==> src/include/pdr_regs.vh <==
// Purpose: constants of the port data register block
// Assumes: byte addressing on a 32-bit Avalon-MM slave
// Notes:   definitions only
`ifndef PDR_REGS_VH
`define PDR_REGS_VH

// register byte addresses, one aligned word each
`define PDR_ADDR_A     4'h0
`define PDR_ADDR_B     4'h4
`define PDR_ADDR_C     4'h8

// reset value of every data register
`define PDR_RST_DATA   16'h0000
`define PDR_RST_WORD   32'h0000_0000

// per-pin two-bit mode codes
`define PDR_MODE_IN    2'h0
`define PDR_MODE_OUT   2'h1
`define PDR_MODE_RSV   2'h2
`define PDR_MODE_ALT   2'h3

// field layout of a data word
`define PDR_LANE0_LSB  0
`define PDR_LANE1_LSB  8
`define PDR_LANE_W     8

`endif

==> src/logic/pdr_pin_bank.v <==
// Purpose: pin drive, weak keeper and read select for one port
// Assumes: modes come from the pin function controller, pin is sampled
// Notes:   output enable is active low
`default_nettype none
`timescale 1ns/1ps
`include "pdr_regs.vh"

module pdr_pin_bank #(
   parameter W = 16
) (
   // clock and power-on reset
   input  wire           clk_i,
   input  wire           reset_i,
   // per-pin modes and data
   input  wire [2*W-1:0] mode_i,
   input  wire [W-1:0]   data_i,
   input  wire [W-1:0]   alt_out_i,
   input  wire [W-1:0]   pin_smp_i,
   // pin side
   output reg  [W-1:0]   pin_o,
   output reg  [W-1:0]   pin_oe_n_o,
   output reg  [W-1:0]   keep_o,
   // value a read returns
   output reg  [W-1:0]   rd_o
);

   reg [2*W-1:0] mode_q;
   integer       i;
   integer       j;

   // two-bit mode of pin k in a packed mode vector
   function [1:0] pin_mode;
      input [2*W-1:0] modes;
      input integer   k;
      begin
         pin_mode = modes[2*k +: 2];
      end
   endfunction

   // drivers and keeper follow the mode, one flop later
   always @(posedge clk_i or posedge reset_i) begin
      if (reset_i) begin
         mode_q     <= {2*W{1'b0}};
         pin_o      <= {W{1'b0}};
         pin_oe_n_o <= {W{1'b1}};
         keep_o     <= {W{1'b0}};
      end else begin
         mode_q <= mode_i;
         for (i = 0; i < W; i = i + 1) begin
            // drive only in output or alternate mode
            if (pin_mode(mode_i, i) == `PDR_MODE_OUT) begin
               pin_o[i]      <= data_i[i];
               pin_oe_n_o[i] <= 1'b0;
            end else if (pin_mode(mode_i, i) == `PDR_MODE_ALT) begin
               pin_o[i]      <= alt_out_i[i];
               pin_oe_n_o[i] <= 1'b0;
            end else begin
               pin_o[i]      <= 1'b0;
               pin_oe_n_o[i] <= 1'b1;
            end
            // keeper holds the level across function changes
            if (pin_mode(mode_i, i) == `PDR_MODE_ALT &&
                pin_mode(mode_q, i) == `PDR_MODE_IN)
               keep_o[i] <= alt_out_i[i];
            else if (pin_mode(mode_i, i) == `PDR_MODE_IN &&
                     pin_mode(mode_q, i) == `PDR_MODE_ALT)
               keep_o[i] <= data_i[i];
            else if (pin_mode(mode_i, i) == `PDR_MODE_OUT)
               keep_o[i] <= data_i[i];
            else if (pin_mode(mode_i, i) == `PDR_MODE_ALT)
               keep_o[i] <= alt_out_i[i];
         end
      end
   end

   // stored value in output mode, pin level otherwise
   always @* begin
      rd_o = pin_smp_i;
      for (j = 0; j < W; j = j + 1) begin
         if (pin_mode(mode_i, j) == `PDR_MODE_OUT)
            rd_o[j] = data_i[j];
      end
   end

endmodule // pdr_pin_bank
`default_nettype wire

==> src/logic/pdr_port_data.v <==
// Purpose: data registers of ports a, b and c on an Avalon-MM slave
// Assumes: pin inputs synchronous to core_clk_i, modes from outside
// Notes:   one wait state per access, registers in the low 16 bits
`default_nettype none
`timescale 1ns/1ps
`include "pdr_regs.vh"

// Notes on behaviour
// - after a pin goes from alternate output to port input the keeper holds its stored data bit.
// - after a pin goes from port input to alternate output the keeper holds the alternate output value.
// - port a data holds 15 read/write bits, bit k for pin k.
// - bit 15 of port a data reads as zero and software writes zero there.
// - port b data holds 9 read/write bits, bit k for pin k.
// - bits 15 to 9 of port b data read as zero and software writes zero there.
// - power-on reset clears every data register.
// - data registers keep their contents through manual reset, standby and sleep.
// - in input mode a read gives the pin level and a write only stores.
// - in output mode a read gives the stored value.
// - in output mode a write stores the value and drives it on the pin.
// - in alternate mode a read gives the pin level and a write only stores.
// - port c has sixteen two-way pins, each with its own mode.
// - mode 00 is input, 01 output, 11 alternate, and 10 is never selected.
module pdr_port_data #(
   parameter WA = 15,
   parameter WB = 9,
   parameter WC = 16
) (
   // clock and power-on reset
   input  wire            core_clk_i,
   input  wire            reset_i,
   // avalon-mm slave
   input  wire [3:0]      avs_address_i,
   input  wire            avs_read_i,
   input  wire            avs_write_i,
   input  wire [31:0]     avs_writedata_i,
   input  wire [3:0]      avs_byteenable_i,
   output reg  [31:0]     avs_readdata_o,
   output reg             avs_waitrequest_o,
   // port a
   input  wire [2*WA-1:0] pa_mode_i,
   input  wire [WA-1:0]   pa_alt_out_i,
   input  wire [WA-1:0]   pa_pin_i,
   output wire [WA-1:0]   pa_pin_o,
   output wire [WA-1:0]   pa_pin_oe_n_o,
   output wire [WA-1:0]   pa_keep_o,
   // port b
   input  wire [2*WB-1:0] pb_mode_i,
   input  wire [WB-1:0]   pb_alt_out_i,
   input  wire [WB-1:0]   pb_pin_i,
   output wire [WB-1:0]   pb_pin_o,
   output wire [WB-1:0]   pb_pin_oe_n_o,
   output wire [WB-1:0]   pb_keep_o,
   // port c
   input  wire [2*WC-1:0] pc_mode_i,
   input  wire [WC-1:0]   pc_alt_out_i,
   input  wire [WC-1:0]   pc_pin_i,
   output wire [WC-1:0]   pc_pin_o,
   output wire [WC-1:0]   pc_pin_oe_n_o,
   output wire [WC-1:0]   pc_keep_o
);

   // stored data, pin samples and read values
   reg  [WA-1:0] pa_data_q;
   reg  [WA-1:0] pa_data_d;
   reg  [WB-1:0] pb_data_q;
   reg  [WB-1:0] pb_data_d;
   reg  [WC-1:0] pc_data_q;
   reg  [WC-1:0] pc_data_d;
   reg  [WA-1:0] pa_smp_q;
   reg  [WB-1:0] pb_smp_q;
   reg  [WC-1:0] pc_smp_q;
   wire [WA-1:0] pa_rd;
   wire [WB-1:0] pb_rd;
   wire [WC-1:0] pc_rd;
   reg  [15:0]   pa_word;
   reg  [15:0]   pb_word;
   reg  [15:0]   pc_word;
   // bus state
   reg           wait_d;
   reg  [31:0]   rdata_d;
   reg           wr_go;
   reg           rd_go;
   wire [15:0]   wmask;
   reg           wr_a;
   reg           wr_b;
   reg           wr_c;
   wire          hit_a;
   wire          hit_b;
   wire          hit_c;

   // bit mask of the two low byte lanes
   function [15:0] lane_mask;
      input [3:0] be;
      begin
         lane_mask = 16'h0000;
         if (be[0])
            lane_mask[`PDR_LANE0_LSB +: `PDR_LANE_W] = 8'hFF;
         if (be[1])
            lane_mask[`PDR_LANE1_LSB +: `PDR_LANE_W] = 8'hFF;
      end
   endfunction

   // merge write data into old contents under a mask
   function [15:0] merge16;
      input [15:0] old;
      input [15:0] wd;
      input [15:0] msk;
      begin
         merge16 = (old & ~msk) | (wd & msk);
      end
   endfunction

   // true when the bus address selects one register word
   function addr_hit;
      input [3:0] adr;
      input [3:0] sel;
      begin
         addr_hit = (adr == sel);
      end
   endfunction

   // byte lanes enabled on this access
   assign wmask = lane_mask(avs_byteenable_i);

   // register word selected by the address
   assign hit_a = addr_hit(avs_address_i, `PDR_ADDR_A);
   assign hit_b = addr_hit(avs_address_i, `PDR_ADDR_B);
   assign hit_c = addr_hit(avs_address_i, `PDR_ADDR_C);

   // one wait state per access; read data is loaded one edge early
   // so that it already stands at the edge that sees waitrequest low
   // a read is answered in the cycle after the request first shows
   always @* begin
      rd_go = avs_read_i & avs_waitrequest_o;
   end

   // a write takes effect at the edge that sees waitrequest low
   always @* begin
      wr_go = avs_write_i & ~avs_waitrequest_o;
   end

   // waitrequest drops for one cycle per request
   always @* begin
      wait_d = ~((avs_read_i | avs_write_i) & avs_waitrequest_o);
   end

   // write strobe of each data register
   always @* begin
      wr_a = wr_go & hit_a;
      wr_b = wr_go & hit_b;
      wr_c = wr_go & hit_c;
   end

   // pin levels taken into a register for reads
   always @(posedge core_clk_i or posedge reset_i) begin
      if (reset_i) begin
         pa_smp_q <= {WA{1'b0}};
         pb_smp_q <= {WB{1'b0}};
         pc_smp_q <= {WC{1'b0}};
      end else begin
         pa_smp_q <= pa_pin_i;
         pb_smp_q <= pb_pin_i;
         pc_smp_q <= pc_pin_i;
      end
   end

   // next value of port a data, stored in every mode
   always @* begin
      pa_word = `PDR_RST_DATA;
      pa_word[WA-1:0] = pa_data_q;
      pa_word = merge16(pa_word, avs_writedata_i[15:0], wmask);
      pa_data_d = pa_data_q;
      if (wr_a)
         pa_data_d = pa_word[WA-1:0];
   end

   // next value of port b data
   always @* begin
      pb_word = `PDR_RST_DATA;
      pb_word[WB-1:0] = pb_data_q;
      pb_word = merge16(pb_word, avs_writedata_i[15:0], wmask);
      pb_data_d = pb_data_q;
      if (wr_b)
         pb_data_d = pb_word[WB-1:0];
   end

   // next value of port c data
   always @* begin
      pc_word = `PDR_RST_DATA;
      pc_word[WC-1:0] = pc_data_q;
      pc_word = merge16(pc_word, avs_writedata_i[15:0], wmask);
      pc_data_d = pc_data_q;
      if (wr_c)
         pc_data_d = pc_word[WC-1:0];
   end

   // no manual reset, standby or sleep input reaches these flops,
   // so software contents survive all of them
   // data registers, cleared only by power-on reset
   always @(posedge core_clk_i or posedge reset_i) begin
      if (reset_i) begin
         pa_data_q <= {WA{1'b0}};
         pb_data_q <= {WB{1'b0}};
         pc_data_q <= {WC{1'b0}};
      end else begin
         pa_data_q <= pa_data_d;
         pb_data_q <= pb_data_d;
         pc_data_q <= pc_data_d;
      end
   end

   // read word, reserved bits padded with zero
   always @* begin
      rdata_d = avs_readdata_o;
      if (rd_go) begin
         rdata_d = `PDR_RST_WORD;
         case (avs_address_i)
            `PDR_ADDR_A: begin
               rdata_d[WA-1:0] = pa_rd;
            end
            `PDR_ADDR_B: begin
               rdata_d[WB-1:0] = pb_rd;
            end
            `PDR_ADDR_C: begin
               rdata_d[WC-1:0] = pc_rd;
            end
            default: begin
               rdata_d = `PDR_RST_WORD;     // unmapped reads zero
            end
         endcase
      end
   end

   // waitrequest, high while idle
   always @(posedge core_clk_i or posedge reset_i) begin
      if (reset_i) begin
         avs_waitrequest_o <= 1'b1;
      end else begin
         avs_waitrequest_o <= wait_d;
      end
   end

   // read data, held until the next read is taken
   always @(posedge core_clk_i or posedge reset_i) begin
      if (reset_i) begin
         avs_readdata_o <= `PDR_RST_WORD;
      end else begin
         avs_readdata_o <= rdata_d;
      end
   end

   // mode 10 is never selected by software; the banks treat it as
   // input, undriven, so a stray code cannot fight the board
   // port a pins, mode codes
   pdr_pin_bank #(
      .W (WA)
   ) u_bank_a (
      .clk_i      (core_clk_i),
      .reset_i    (reset_i),
      .mode_i     (pa_mode_i),
      .data_i     (pa_data_q),
      .alt_out_i  (pa_alt_out_i),
      .pin_smp_i  (pa_smp_q),
      .pin_o      (pa_pin_o),
      .pin_oe_n_o (pa_pin_oe_n_o),
      .keep_o     (pa_keep_o),
      .rd_o       (pa_rd)
   );

   // port b pins
   pdr_pin_bank #(
      .W (WB)
   ) u_bank_b (
      .clk_i      (core_clk_i),
      .reset_i    (reset_i),
      .mode_i     (pb_mode_i),
      .data_i     (pb_data_q),
      .alt_out_i  (pb_alt_out_i),
      .pin_smp_i  (pb_smp_q),
      .pin_o      (pb_pin_o),
      .pin_oe_n_o (pb_pin_oe_n_o),
      .keep_o     (pb_keep_o),
      .rd_o       (pb_rd)
   );

   // port c pins, sixteen two-way pins
   pdr_pin_bank #(
      .W (WC)
   ) u_bank_c (
      .clk_i      (core_clk_i),
      .reset_i    (reset_i),
      .mode_i     (pc_mode_i),
      .data_i     (pc_data_q),
      .alt_out_i  (pc_alt_out_i),
      .pin_smp_i  (pc_smp_q),
      .pin_o      (pc_pin_o),
      .pin_oe_n_o (pc_pin_oe_n_o),
      .keep_o     (pc_keep_o),
      .rd_o       (pc_rd)
   );

endmodule // pdr_port_data
`default_nettype wire

==> config.mk <==
export PLATFORM = sky130hd
export DESIGN_NAME = pdr_port_data
export DESIGN_NICKNAME = d
export VERILOG_FILES = /design/src/logic/pdr_pin_bank.v /design/src/logic/pdr_port_data.v
export VERILOG_INCLUDE_DIRS = /design/src /design/src/include
export SDC_FILE = /design/constraint.sdc
export NUM_CORES = 1
export LEC_CHECK = 0
export BUFFER_PORTS_ARGS = -buffer_cell sky130_fd_sc_hd__buf_2
export CAP_MARGIN = 0
export CORE_MARGIN = 5
export CORE_UTILIZATION = 50
export DETAILED_ROUTE_END_ITERATION = 10
export MAX_ROUTING_LAYER = met4
export PLACE_DENSITY_LB_ADDON = 0.2
export SLEW_MARGIN = 20
export SYNTH_ARGS = -nofsm -noshare
export SYNTH_HDL_FRONTEND = slang
export SYNTH_SLANG_ARGS = --single-unit
==> constraint.sdc <==
create_clock -name core_clk_i -period 10.1 [get_ports core_clk_i]
set_clock_uncertainty 0.1 [all_clocks]
set_input_delay 1.01 -clock core_clk_i [delete_from_list [all_inputs] [get_ports core_clk_i]]
set_output_delay 1.01 -clock core_clk_i [all_outputs]
set_load 0.05 [all_outputs]
== Word level (Yosys, flattened, before mapping) ==
Cells that the tools add are included.

* Input port bits: 204
* Bits in registers: 297
* Output and inout port bits: 153
* Word-level logic and storage cells: 762

* Reductions and logical operators: 201
* Multiplexer cells: 365
* Eq/ne operators: 122
* Bitwise logic cells: 17

{| class="wikitable"
|+ Operator list
! operator !! count
|-
| 1-bit two-way mux || 361
|-
| 2-bit equality test, second input constant || 80
|-
| 2-bit zero test || 80
|-
| 4-bit nonzero test || 40
|-
| 2-bit by 1-bit equality test with 1-bit output, second input constant || 40
|-
| 1-bit logical AND || 80
|-
| 16-bit AND || 2
|-
| 9-bit case mux with 3 select lines || 1
|-
| 8-bit two-way mux || 2
|-
| 16-bit inverter || 1
|-
| 16-bit OR || 1
|-
| 15-bit AND || 1
|-
| 15-bit OR || 1
|-
| 6-bit case mux with 2 select lines || 1
|-
| 9-bit AND || 1
|-
| 9-bit OR || 1
|-
| 1-bit AND || 6
|-
| 4-bit by 3-bit equality test with 1-bit output, second input constant || 1
|-
| 4-bit equality test, second input constant || 1
|-
| 4-bit zero test || 1
|-
| 1-bit inverter || 2
|-
| 1-bit OR || 1
|}

== Logic depth before layout (Yosys ltp) ==
* Depth in word-level cells: 5
* Gate-level depth with buffers: 6
* Depth with buffers taken out: 4

== Hierarchy ==
Synthesis repeated with hierarchy kept, for this count alone.

* Cells, all modules: 799
* Area total of the unflattened synthesis: 11695.0 µm²

{| class="wikitable"
|+ Modules (own cells, without submodules)
! module !! area each (µm²) !! cells an instance !! instances !! seq. area each (µm²)
|-
| pdr_port_data || 3553.4 || 235 || 1 || 2428.6
|-
| pdr_pin_bank at u_bank_a || 3138.0 || 211 || 1 || 1895.6
|-
| pdr_pin_bank at u_bank_c || 3119.2 || 226 || 1 || 2021.9
|-
| pdr_pin_bank at u_bank_b || 1884.3 || 127 || 1 || 1137.3
|}

== Least setup slack after synthesis ==
Ideal clock, no wire load.

* Path kind: input to register
* Start point: input avs_write_i
* End point: register with a tool-made name
* Buffers on the path: 0
* Stages: 4
* Data arrival time: 1.950 ns
* Slack: 7.925 ns
* Library setup time: 0.125 ns
* Cells stage by stage: nor2b_1 nand2_1 nor2_4 mux2_2

{| class="wikitable"
|+ RTL lines
! item !! line !! source
|-
| from (decl) || pdr_port_data.v:34 || <nowiki>input wire avs_write_i,</nowiki>
|}

== Worst setup path after layout ==
* Start point: register avs_waitrequest_o
* End point: output avs_waitrequest_o

{| class="wikitable"
|+ RTL lines
! item !! line !! source
|-
| from (decl) || pdr_port_data.v:38 || <nowiki>output reg avs_waitrequest_o,</nowiki>
|-
| from (signal assigned) || pdr_port_data.v:239 || <nowiki>avs_waitrequest_o <= wait_d;</nowiki>
|}

No word-level cell between the ends.

==> results.md <==
- Status: complete, no violations
- Pleak: 7.00 nW
- Net count reported at finish: 1396
- Synthesis Warnings: 0
- Mapped cell area: 11000 µm²
- Critical-path top delay cell: dfstp_2
- Setup crit end kind: output pin
- Post-CTS sizing: 0
- Slack of the worst reg-to-reg path: 8250 ps
- Root buffer cell: clkbuf_16
- Number of synthesized register bits: 297
- CTS Buf Count: 30
- Die area: 25000 µm²
- CTS Hold Bufs: 0
- Clock net sink count: 297
- Initial core utilization: 50.5%
- Via Count: 7653
- Final Critical Period: 2500 ps
- Distinct cell type count after synthesis: 39
- Main flop type after synthesis: dfrtp_1
- Die width: 158 µm
- Worst R2R Start: avs_waitrequest_o
- Worst path top cell family by delay: flip-flops
- Final Wtd Congestion: 0.816
- Routed wire length: 26500 µm
- Worst vdd ir: 0.123 mV
- Pwr dens: 202 nW/µm²
- Number of fillers in the final layout: 1724
- Util after Layout: 63.7%
- Fmax: 399 MHz
- WP data arrival: 1390 ps
- First-pass GRT wire length: 40700 µm
- Final setup viols: 0
- Post-route ant nets: 0
- Worst slack at placement: 7060 ps
- Largest cells by area after synthesis: dfrtp_1, dfstp_2, mux2i_1, nand2b_1, o21ai_0
- Worst-skew pair later-pin latency: 540 ps
- Drt drc: 0
- Seq/Total Area, Yosys: 68.1%
- Crit Reg-Reg Endpoint: avs_readdata_o[8]
- Bufs and invs on worst path: 1
- Largest net degree at the start of global routing: 128
- Worst-path clk slew: 60 ps
- Crit path cell chain: buf_2
- CTS tree: yes
- DR WL/cell: 17.7 µm
- Htree depth: 1
- Post-route setup slack: 7600 ps
- Hold path startpoint: avs_readdata_o[9]
- Vias in the first global route: 7778
- Cell taking the most area after synthesis: dfrtp_1
- Worst Path Max Fanout: 5
- Class of the worst hold path: flip-flop to flip-flop
- Initial antenna violation count: 6
- Overall routing resource usage: 21.4%
- Post-synth EDFFs: 0
- Grt ovf: 0
- Die Y: 158 µm
- CP startpoint kind: flip-flop
- # port buffers: 322
- Top cell type's share of synthesized area: 58.3%
- DRT iter0 DRCs: 301
- # IOs: 357
- Commonest non-fill, non-tap cells in the layout: buf_2, dfrtp_1, nand2_1
- Worst EP required: 8990 ps
- Relative slew margins: 41.3%
- WHS Path Cells: 2
- Core ar.: 21800 µm²
- CP max stage delay: 570 ps
- RSZ-0062 raised after global routing: false
- Number of max-cap violations: 0
- Layout cell share with drive strength beyond 1: 37.2%
- Post-CTS Setup Repair Bufs: 0
- Worst Hold End: avs_readdata_o[9]
- DP HPWL: 19200 µm
- Number of standard cells after synthesis: 841
- Most common cell after layout, fill and taps aside: buf_2
- FP Rows: 54
- Period utilisation layout: 24.8%
- Max-slew violation count: 0
- TritonRoute pass-1 iters: 4
- Reg2Reg Depth: 3
- Synth Area per Inst: 13.1 µm²
- Area delta synth->final: 26.2%
- Final Power: 2.80 mW
- Hold violation count in the final report: 0
- Critical path class: flip-flop to output pin
- CTS Buffer Depth: 3
- Worst slew pin tran: 876 ps
- Avg Vias per Cell: 5.10
- Synth async-reset ratio: 100%
- Setup TNS: 0 ps
==> report_power, final <==
group          leakage [nW]  switching (mW)  internal (mW)
Clock                 0.476           0.438          0.626
Combinational          2.89           0.292          0.116
Sequential             3.63          0.0421           1.28
==> layout make-up <==
cell class	instances	area (µm²)	area share, %
Inverter	56	218	1.57
Sequential cell	297	7480	54.0
Antenna cell	6	15.0	0.108
Tap cell	280	350	2.53
Clock inverter	10	85.1	0.614
Clock buffer	46	882	6.36
Timing Repair Buffer	326	1650	11.9
Multi-Input combinational cell	481	3180	22.9
==> synthesized netlist by cell type (16+ instances only) <==
master and number:
a31oi_1 25, nand3b_1 18, nor2_1 31, a21oi_1 50, dfrtp_1 256, dfstp_2 41
mux2_2 27, nand2b_1 54, inv_1 56, mux2i_1 45, buf_4 16, o21ai_0 61
nand2_1 63
==> through the flow <==
step,hold WS [ps],std cells,instance area (µm²)
floorplan,380,856,11000
global placement,362,1440,12900
detailed placement,371,1440,12900
CTS,384,1496,13800
global route,401,1502,13900
finish,377,1502,13900
==> routing by layer <==
metal	global-route usage (%)	routed length (µm)
met2	34.6	12800
met5	-	0
met1	27.2	10900
met4	5.89	597
met3	5.52	2260
==> how the worst max path moves through the flow <==
stage / start / endpoint / cells past startpoint
after floorplan: reset_i / async pin / 1
after global placement: reset_i / u_bank_a.keep_o[2] / 3
after detailed placement: avs_address_i[3] / flip-flop / 6
after CTS: avs_waitrequest_o / avs_waitrequest_o / 1
after global routing: avs_waitrequest_o / avs_waitrequest_o / 1
final: avs_waitrequest_o / avs_waitrequest_o / 1
==> cells by family after synthesis <==
family,synth area share (%)
buffers and inverters,3.46
AO/OA/AOI/OAI,10.8
multiplexers,8.20
flip-flops,68.1
other,0.0341
AND/OR/NAND/NOR,9.39
(Power assumes the default switching activity.)
